File: config.mk
export PLATFORM = sky130hd
export DESIGN_NAME = rxsw_top
export DESIGN_NICKNAME = d
export VERILOG_FILES = /design/src/verilog/rxsw_pkg.sv /design/src/verilog/rxsw_top.sv
export SDC_FILE = /design/constraint.sdc
export NUM_CORES = 1
export LEC_CHECK = 0
export BUFFER_PORTS_ARGS = -buffer_cell sky130_fd_sc_hd__clkbuf_2
export CORE_MARGIN = 4
export CORE_UTILIZATION = 50
export DETAILED_ROUTE_END_ITERATION = 6
export GPL_ROUTABILITY_DRIVEN = 0
export PLACE_DENSITY = 0.76
export SETUP_SLACK_MARGIN = 0.3
export SLEW_MARGIN = 0
export SYNTH_ARGS = -nofsm -noshare
export SYNTH_HDL_FRONTEND = slang
export SYNTH_SLANG_ARGS = --single-unit
File: constraint.sdc
create_clock -name clk_i -period 1.8 [get_ports clk_i]
set_input_delay 0.09 -clock clk_i [delete_from_list [all_inputs] [get_ports clk_i]]
set_output_delay 0.09 -clock clk_i [all_outputs]
set_load 0.03 [all_outputs]
File: src/verilog/rxsw_pkg.sv
// Package with the constants and carriers of the receive status writeback.
package rxsw_pkg;
  // Status word field positions.
  localparam int OWN_BIT   = 31;
  localparam int DONE_BIT  = 30;
  localparam int CNT_HI    = 29;
  localparam int CNT_LO    = 16;
  localparam int ERR_BIT   = 15;
  localparam int RSV_BIT   = 14;
  localparam int TYPE_HI   = 13;
  localparam int TYPE_LO   = 12;
  localparam int SHORT_BIT = 11;
  localparam int FIRST_BIT = 9;
  localparam int LAST_BIT  = 8;
  localparam int OVER_BIT  = 7;
  localparam int LATE_BIT  = 6;
  localparam int CRC_BIT   = 1;
  localparam int CNT_W     = CNT_HI - CNT_LO + 1;
  // Frame length limits in bytes.
  localparam logic [CNT_W-1:0] MIN_FRAME = 14'h0040;
  localparam logic [CNT_W-1:0] MAX_FRAME = 14'h0800;
  // Packet type codes.
  localparam logic [1:0] TYPE_NORMAL = 2'h0;
  localparam logic [1:0] TYPE_RSVD   = 2'h3;
  // Register byte offsets.
  localparam logic [3:0] REG_CFG  = 4'h0;
  localparam logic [3:0] REG_STAT = 4'h4;
  localparam logic [3:0] REG_MASK = 4'h8;
  localparam logic [3:0] REG_CNT  = 4'hC;
  // Network configuration word: loopback mode field.
  localparam int LB_HI = 11;
  localparam int LB_LO = 10;
  localparam logic [31:0] CFG_RESET = 32'h0000_0000;
  // Interrupt status bits.
  localparam int IRQ_DONE  = 0;
  localparam int IRQ_ERR   = 1;
  localparam int IRQ_OWNER = 2;
  localparam int IRQ_W     = 3;
  localparam logic [IRQ_W-1:0] MASK_RESET = 3'h0;

  // One descriptor event from the data mover.
  typedef struct packed {
    logic [31:0]      addr;
    logic             owner;
    logic             last;
    logic [CNT_W-1:0] len;
    logic             crc_err;
    logic             phy_err;
    logic             late_col;
  } rxsw_evt_s;

  // One status word write to host memory.
  typedef struct packed {
    logic [31:0] addr;
    logic [31:0] data;
  } rxsw_wr_s;
endpackage : rxsw_pkg

File: src/verilog/rxsw_top.sv
// Receive descriptor status writeback engine with a Wishbone slave.
//
// Implementation choices: the Wishbone interface to the registers and the address map.
`timescale 1ns/1ps
module rxsw_top (
  // Clock and reset
  input  wire logic             clk_i,
  input  wire logic             rst_i,
  // Wishbone slave
  input  wire logic             wb_cyc_i,
  input  wire logic             wb_stb_i,
  input  wire logic             wb_we_i,
  input  wire logic [3:0]       wb_adr_i,
  input  wire logic [3:0]       wb_sel_i,
  input  wire logic [31:0]      wb_dat_i,
  output logic      [31:0]      wb_dat_o,
  output logic                  wb_ack_o,
  // Descriptor events
  input  wire logic             evt_valid_i,
  input  rxsw_pkg::rxsw_evt_s   evt_i,
  output logic                  evt_ready_o,
  // Status word writes
  output logic                  wr_valid_o,
  output rxsw_pkg::rxsw_wr_s    wr_o,
  input  wire logic             wr_ready_i,
  // Interrupt
  output logic                  irq_o
);
  import rxsw_pkg::*;

  typedef enum logic [1:0] {ST_IDLE, ST_WR_SEG, ST_WR_LAST, ST_WR_FIRST}
    rxsw_state_e;

  rxsw_state_e            state_q;
  logic                   in_frame_q;
  logic [31:0]            first_addr_q;
  rxsw_evt_s              frame_q;
  logic [1:0]             type_q;
  logic [31:0]            cfg_q;
  logic [IRQ_W-1:0]       stat_q;
  logic [IRQ_W-1:0]       mask_q;
  logic [31:0]            cnt_q;
  logic                   take;
  logic                   wr_done;
  logic                   bus_req;
  logic [IRQ_W-1:0]       ev;
  logic [1:0]             lb_w;

  assign take    = evt_valid_i && evt_ready_o;
  assign wr_done = wr_valid_o && wr_ready_i;
  assign bus_req = wb_cyc_i && wb_stb_i && !wb_ack_o;
  assign lb_w    = wb_dat_i[LB_HI:LB_LO];

  // Builds a status word; frame fields appear only when full is set.
  function automatic logic [31:0] mk_word(input rxsw_evt_s e,
                                          input logic [1:0] ty,
                                          input logic first,
                                          input logic last,
                                          input logic full);
    logic [31:0] w;
    logic        over;
    logic        short;
    logic        crc;
    w     = 32'h0000_0000;
    over  = e.len > MAX_FRAME;
    short = e.len < MIN_FRAME;
    crc   = e.crc_err || e.phy_err;
    w[FIRST_BIT] = first;
    w[LAST_BIT]  = last;
    if (full)
    begin
      w[DONE_BIT] = 1'b1;
      w[CNT_HI:CNT_LO] = e.len;
      w[ERR_BIT] = crc || e.late_col || over || short;
      w[TYPE_HI:TYPE_LO] = ty;
      w[SHORT_BIT] = short;
      w[OVER_BIT] = over;
      w[LATE_BIT] = e.late_col;
      w[CRC_BIT] = crc;
    end
    w[RSV_BIT] = 1'b0;
    w[OWN_BIT] = 1'b0;
    return w;
  endfunction : mk_word

  // Descriptor sequencing and status writes.
  always_ff @(posedge clk_i)
  begin
    if (rst_i)
    begin
      state_q      <= ST_IDLE;
      in_frame_q   <= 1'b0;
      first_addr_q <= 32'h0000_0000;
      frame_q      <= '0;
      type_q       <= TYPE_NORMAL;
      wr_valid_o   <= 1'b0;
      wr_o         <= '0;
      evt_ready_o  <= 1'b0;
    end
    else
    begin
      unique case (state_q)
        ST_IDLE:
        begin
          evt_ready_o <= 1'b1;
          if (take && evt_i.owner)
          begin
            evt_ready_o <= 1'b0;
            wr_valid_o  <= 1'b1;
            wr_o.addr   <= evt_i.addr;
            if (!in_frame_q)
              first_addr_q <= evt_i.addr;
            if (!evt_i.last)
            begin
              // release a middle or first buffer at once
              wr_o.data  <= mk_word(evt_i, TYPE_NORMAL, !in_frame_q,
                                    1'b0, 1'b0);
              in_frame_q <= 1'b1;
              state_q    <= ST_WR_SEG;
            end
            else
            begin
              // last event means all data is in host memory
              frame_q   <= evt_i;
              type_q    <= cfg_q[LB_HI:LB_LO];
              wr_o.data <= mk_word(evt_i, cfg_q[LB_HI:LB_LO],
                                   !in_frame_q, 1'b1, 1'b1);
              state_q   <= ST_WR_LAST;
            end
          end
        end
        ST_WR_SEG:
        begin
          if (wr_done)
          begin
            wr_valid_o  <= 1'b0;
            evt_ready_o <= 1'b1;
            state_q     <= ST_IDLE;
          end
        end
        ST_WR_LAST:
        begin
          if (wr_done)
          begin
            in_frame_q <= 1'b0;
            // revisit the first descriptor of a split frame
            if (in_frame_q)
            begin
              wr_o.addr <= first_addr_q;
              wr_o.data <= mk_word(frame_q, type_q, 1'b1, 1'b0, 1'b1);
              state_q   <= ST_WR_FIRST;
            end
            else
            begin
              wr_valid_o  <= 1'b0;
              evt_ready_o <= 1'b1;
              state_q     <= ST_IDLE;
            end
          end
        end
        ST_WR_FIRST:
        begin
          if (wr_done)
          begin
            wr_valid_o  <= 1'b0;
            evt_ready_o <= 1'b1;
            state_q     <= ST_IDLE;
          end
        end
      endcase
    end
  end

  // Interrupt events: frame finished, frame with error, refused descriptor.
  always_comb
  begin
    ev            = '0;
    ev[IRQ_DONE]  = wr_done && ((state_q == ST_WR_LAST && !in_frame_q) ||
                                state_q == ST_WR_FIRST);
    ev[IRQ_ERR]   = ev[IRQ_DONE] && wr_o.data[ERR_BIT];
    ev[IRQ_OWNER] = take && !evt_i.owner;
  end

  // Wishbone slave: one wait state, ack for a single cycle.
  always_ff @(posedge clk_i)
  begin
    if (rst_i)
    begin
      wb_ack_o <= 1'b0;
      wb_dat_o <= 32'h0000_0000;
      cfg_q    <= CFG_RESET;
      mask_q   <= MASK_RESET;
    end
    else
    begin
      wb_ack_o <= bus_req;
      if (bus_req && !wb_we_i)
      begin
        unique case (wb_adr_i)
          REG_CFG:  wb_dat_o <= cfg_q;
          REG_STAT: wb_dat_o <= {{(32-IRQ_W){1'b0}}, stat_q};
          REG_MASK: wb_dat_o <= {{(32-IRQ_W){1'b0}}, mask_q};
          REG_CNT:  wb_dat_o <= cnt_q;
          default:  wb_dat_o <= 32'h0000_0000;
        endcase
      end
      if (bus_req && wb_we_i && wb_adr_i == REG_CFG && wb_sel_i[1])
      begin
        // the reserved type code is never stored
        cfg_q[LB_HI:LB_LO] <= (lb_w == TYPE_RSVD) ? TYPE_NORMAL : lb_w;
      end
      if (bus_req && wb_we_i && wb_adr_i == REG_MASK && wb_sel_i[0])
        mask_q <= wb_dat_i[IRQ_W-1:0];
    end
  end

  // Sticky status: a new event wins over the clearing read.
  always_ff @(posedge clk_i)
  begin
    if (rst_i)
      stat_q <= '0;
    else if (bus_req && !wb_we_i && wb_adr_i == REG_STAT)
      stat_q <= ev;
    else
      stat_q <= stat_q | ev;
  end

  // Completed frame counter and interrupt line.
  always_ff @(posedge clk_i)
  begin
    if (rst_i)
    begin
      cnt_q <= 32'h0000_0000;
      irq_o <= 1'b0;
    end
    else
    begin
      if (ev[IRQ_DONE])
        cnt_q <= cnt_q + 32'h0000_0001;
      irq_o <= |((stat_q | ev) & mask_q);
    end
  end
endmodule : rxsw_top

; ---- Word-level counts from Yosys, hierarchy flattened
; Cells that the tools add are included.
; W data, S select, Z words.
[word_totals]
register_bits = 194
[classes]
add_sub_neg = 1
order_cmp = 4
n_eq_ne = 13
n_mux = 27
bitwise = 3
reduce_logical = 41
[op_table]
columns = op, count
row1 = $mux W64, 3
row2 = $pmux W32 S4, 1
row3 = $pmux W64 S2, 1
row4 = $add A32 B1 Y32 const B, 1
row5 = $mux W31, 1
row6 = $gt A14 B12 Y1 const B, 2
row7 = $lt A14 B7 Y1 const B, 2
row8 = $logic_and A1 B1 Y1, 16
row9 = $mux W2, 6
row10 = $reduce_and A3 Y1, 4
row11 = $reduce_and A4 Y1, 3
row12 = $mux W1, 10
row13 = $ne A2 B2 Y1 const B, 5
row14 = $logic_or A1 B1 Y1, 9
row15 = $eq A4 B4 Y1 const B, 2
row16 = $eq A2 B2 Y1 const B, 3
row17 = $pmux W1 S3, 2
row18 = $pmux W2 S3, 1
row19 = $eq A4 B3 Y1 const B, 1
row20 = $logic_not A1 Y1, 4
row21 = $logic_not A4 Y1, 1
row22 = $and A3 B3 Y3, 1
row23 = $mux W3, 1
row24 = $or A3 B3 Y3, 1
row25 = 8 further kinds, 8

; ---- Logic depth before layout (Yosys ltp)
[depth]
depth_word = 8
depth_mapped = 8
ltp_nobuf = 6

; ---- Worst setup path after synthesis
; Ideal clock, no wire load.
[synth_path]
kind = reg-to-reg
from = register wr_valid_o
to = register wr_o[23] (netlist name)
arrival_ns = 1.768
t_required_ns = 1.672
slack_ns = -0.096
path_stages_with_launch = 8
path_buffers = 2
period_less_slack_ns = 1.896
cell_sequence = dfxtp_1 > and2_1 > buf_2 > nand3_1 > a21o_1 > buf_2 > a222oi_1 > nor2_1
[synth_via]
elab_chain_len = 3
[synth_rtl]
columns = item, line
row1 = "start, declared", rxsw_top.sv:23  ; output logic wr_valid_o,
row2 = "start signal, assigned", rxsw_top.sv:96  ; wr_valid_o <= 1'b0;
row3 = "start signal, assigned", rxsw_top.sv:109  ; wr_valid_o <= 1'b1;
row4 = "start signal, assigned", rxsw_top.sv:136  ; wr_valid_o <= 1'b0;
row5 = $logic_and A1 B1 Y1, rxsw_top.sv:50  ; assign wr_done = wr_valid_o && wr_ready_i;
row6 = $ne A2 B2 Y1 (no line), -
row7 = $reduce_and A4 Y1 (no line), -
row8 = "end, declared", rxsw_top.sv:24  ; output rxsw_pkg::rxsw_wr_s wr_o,
; Every way passes these cells.
; A chain may end at the register's enable or synchronous reset.

; ---- Worst setup path in the final report
[layout_path]
from = register evt_ready_o
to = register first_addr_q[23]
[layout_via]
elab_chain_len = 3
[layout_rtl]
columns = item, line
row1 = "start, declared", rxsw_top.sv:21  ; output logic evt_ready_o,
row2 = "start signal, assigned", rxsw_top.sv:98  ; evt_ready_o <= 1'b0;
row3 = "start signal, assigned", rxsw_top.sv:105  ; evt_ready_o <= 1'b1;
row4 = "start signal, assigned", rxsw_top.sv:108  ; evt_ready_o <= 1'b0;
row5 = $logic_and A1 B1 Y1, rxsw_top.sv:49  ; assign take = evt_valid_i && evt_ready_o;
row6 = $logic_and A1 B1 Y1, rxsw_top.sv:106  ; if (take && evt_i.owner)
row7 = $reduce_and A3 Y1 (no line), -
row8 = "end signal, assigned", rxsw_top.sv:112  ; first_addr_q <= evt_i.addr;
row9 = "end, declared", rxsw_top.sv:36  ; logic [31:0] first_addr_q;
; Every way passes these cells.

==> reports/results.txt <==
Data on the critical path is required at its endpoint by 2.12 ns. On the critical path, the stage with the largest delay is an instance of sky130_fd_sc_hd__or3_4. The synthesized netlist devotes 17.4% of its cell area to compound gates.

Share of the clock period used by the worst path: 91.3%. The critical path is of the reg -> reg type. The number of slew-limit violations in the final report is 0. In this design, the stage delay of the slowest critical-path cell is 0.40 ns. The worst pin sits at a relative slew slack of 61.4%.

Entering global routing, the biggest net connects 54 pins. In this design, the largest share of critical-path delay is due to simple AND/OR/NAND/NOR gates. The run gives 0 as the number of nets still failing antenna checks after routing.

The predominant post-synthesis flop cell is sky130_fd_sc_hd__dfxtp_1. The tools report the number of H-tree branching levels as 4. The largest family of logic cells by synthesized area was simple AND/OR/NAND/NOR gates.

The worst hold path begins at evt_i[18]. The clock reaches the later pin of the worst-skew pair after 0.44 ns. The tools report the final global-route overflow total as 0.

The maximum number of buffers from clock root to sink was 2. Leaving out fill and tap cells, the most frequent cell in the layout is sky130_fd_sc_hd__nand2_1. The area growth from synthesis to layout is 53.2%, and the post-synthesis async set-or-reset flop share is 0%. In the final timing run, aggregate negative setup slack is 0 ns. The shortest clock period the worst path allows after layout is 1.64 ns, and the total power divided by cell area is 792 mW/mm2. For the initial antenna violation count, the log shows 0. The path category of the worst min-delay check is in -> reg. After synthesis the netlist holds a flip-flop and latch count of 186. At the pin with the least slew margin, the transition time is 0.571 ns. After global routing, the most crowded layer is met2.

The tools report the final count of hold timing violations as 0. The adder and majority cell fraction of the synthesized area was 0.167%; the via count of the routed design was 7,949. STA classifies the critical path startpoint as a flop. For the global-route track usage on met1, the log shows 32.1%. Setup repair after global routing could not meet its margin everywhere.

The startpoint identified for the worst register-to-register timing path is evt_ready_o. Measured along the x axis, the die boundary spans 131 um. The number of I/O pins came out at 198. The worst setup path is captured at a flop. The number of design-rule violations left by the first detailed-router iteration is 549. In the layout the commonest cells are sky130_fd_sc_hd__nand2_1, sky130_fd_sc_hd__dfxtp_1, sky130_fd_sc_hd__clkbuf_2, sky130_fd_sc_hd__nor2_1, sky130_fd_sc_hd__dlygate4sd3_1. From bottom edge to top edge, the die measures 131 um.

DRC violations left: 0. The critical path starts at evt_ready_o. The worst path setup slack after routing came out at 0.157 ns. Traced cell by cell, the critical path runs through and3_4, nand2b_4, buf_6, or3_4, clkbuf_16, nand2_1, a21oi_2. The first global-routing pass estimated 34.2 mm of wire. The starting density of the core was 51.3%; the sequential cell area fraction in the yosys report was 49.6%. Summing the areas of all and, or, nand and nor instances in the mapped netlist gives 24.6% of the synthesized area. The buffer and inverter count on the worst path is 2, and the clock-pin slew on the worst setup and hold paths is 0.07 ns. The logs give 1.97 ns for the critical path data arrival time and 12.9 mm for the placed wire-length estimate. OpenSTA, run right after detailed placement, puts the worst setup slack at 0.0683 ns. The tools report the fraction of met3 tracks used by global routing as 5.20%. Dividing the synthesized area by the synthesized cell count gives 8.30 um2. TritonCTS created 17 clock buffers.

In this run the clock root is driven by a sky130_fd_sc_hd__clkbuf_16. The detailed-route wire length per cell is 18.5 um, and the post-synthesis instance area is 0.00751 mm2. The floorplan has 44 rows.

In this run the biggest area consumer among cell types represents 49.6% of the synthesized area. The tool flagged a number of max-cap violations equal to 0. TritonCTS built the clock tree.

The floorplan step defined a die boundary enclosing 0.0170 mm2. After synthesis, the netlist uses 58 different library cells. Global routing consumed, over all layers together, 24.9% of the routing resources. Number of failing setup endpoints in the final timing report: 0. Using the TritonRoute via totals, the vias-per-cell ratio works out to 5.82.

The largest fanout on the critical path is 8, and the leakage dissipation is 4.51 nW. The number of enable-type register cells in the synthesized netlist came out at 0. Yosys printed 0 warnings. Clock tree synthesis found a total of 186 sinks. At the end of the flow, the number of nets in the layout was 1,266. Global routing consumed, on the met2 layer, 42.1% of the routing resources. The post-synthesis instance total was 905; the share of final-layout standard cells stronger than drive strength 1 was 39.3%. After floorplanning, the core was sized to cover 0.0146 mm2. The synthesized netlist devotes 2.33% of its cell area to XOR and XNOR gates.

For the worst IR drop on VDD, the log shows 0.709 mV. The number of global-route vias before repair came out at 6,991. Ranked by total cell area, the synthesized netlist is headed by sky130_fd_sc_hd__dfxtp_1, sky130_fd_sc_hd__nand2_1, sky130_fd_sc_hd__nor2_1, sky130_fd_sc_hd__a21oi_1, sky130_fd_sc_hd__a311oi_1. The post-synthesis mux area share works out to 0.983%. The largest total area in the synthesized netlist belongs to sky130_fd_sc_hd__dfxtp_1. Highest attainable clock frequency: 609 MHz. For the final worst clock skew, the log shows 0.0152 ns.

Total routed wirelength: 25.2 mm. The count of buffers added on input and output ports is 160. The flow ran to the end, and the final reports show no timing, DRC or antenna violations.

The first TritonRoute pass finished after 5 iterations.
layer usage:
metal	vias to the layer above	share of wire (%)
met1	3798	39
met2	390	51
met3	60	6.9
li1	3701	-
met5	-	0
met4	0	2.5
layout make-up:
class | count | area [um2]
fill | 902 | 3130
clock inverter | 15 | 130
antenna | 1 | 2.50
clock buffer | 17 | 425
inverter | 4 | 15.0
multi-input combinational | 646 | 4280
tap | 184 | 230
timing repair buffer | 312 | 2650
sequential | 186 | 3780
worst min-delay path, cell delays in order:
cell and delay [ns]:
sky130_fd_sc_hd__clkbuf_2 0.10, sky130_fd_sc_hd__nor2_1 0.07, sky130_fd_sc_hd__a21oi_1 0.11, sky130_fd_sc_hd__nor2_1 0.04
where the power goes:
group / switching (mW) / total (mW) / internal, mW
Clock: 1.77 / 3.60 / 1.82
Sequential: 0.0903 / 4.29 / 4.20
Combinational: 0.693 / 1.23 / 0.538
Total: 2.56 / 9.12 / 6.56
repair_timing:
item / CTS / global route
setup endpoints to repair: 115 / 146
pin swaps: 31 / 92
hold buffers: 55 / 0
gates cloned: 6 / 16
resized for setup: 50 / 199
setup buffers: 26 / 16
endpoints found under the hold margin: 98 / 0
synthesized netlist by cell type, drive strengths merged (4+ instances only):
cell,number
nand2,194
dfxtp,186
nor2,131
a21oi,72
clkbuf,47
a311oi,38
a22oi,33
buf,30
nand3,16
o21ai,16
xor2,15
a222oi,14
nand4,13
nor3,12
or3,12
and3,9
and2,6
nor4,6
xnor2,5
inv,4
mux2i,4
kinds of logic after synthesis:
logic type / Yosys count
XOR/XNOR: 20
other: 1
AO/OA/AOI/OAI: 191
flip-flops: 186
buffers and inverters: 81
multiplexers: 7
AND/OR/NAND/NOR: 418
adder cells (fa/ha/maj): 1
metrics by stage:
step                util [%]  instances  cell area [um2]  total power, mW  hold WS (ns)
floorplan                  -        912             7680             4.88         0.226
global placement        59.1       1213             8650             5.14         0.332
detailed placement      59.1       1213             8650             5.15         0.335
CTS                     70.1       1332            10300             8.84       0.00485
global route            78.6       1364            11500             9.40        0.0553
finish                  78.6       1365            11500             9.12        0.0264
final timing paths:
path / end / cells after the start / slack (ns)
min: stat_q[2] / 4 / 0.03
min reg2reg: type_q[0] / 2 / 0.46
max reg2reg: first_addr_q[23] / 7 / 0.16
max: first_addr_q[23] / 7 / 0.16
state kept, by name, summed over array words and instances (netlist names):
name	count
wr_o	56
cnt_q	32
first_addr_q	32
wb_dat_o	32
frame_q	17
mask_q	3
stat_q	3
cfg_q	2
state_q	2
type_q	2
evt_ready_o	1
in_frame_q	1
irq_o	1
wb_ack_o	1
wr_valid_o	1
No activity file was read; power rests on OpenSTA's default activity.
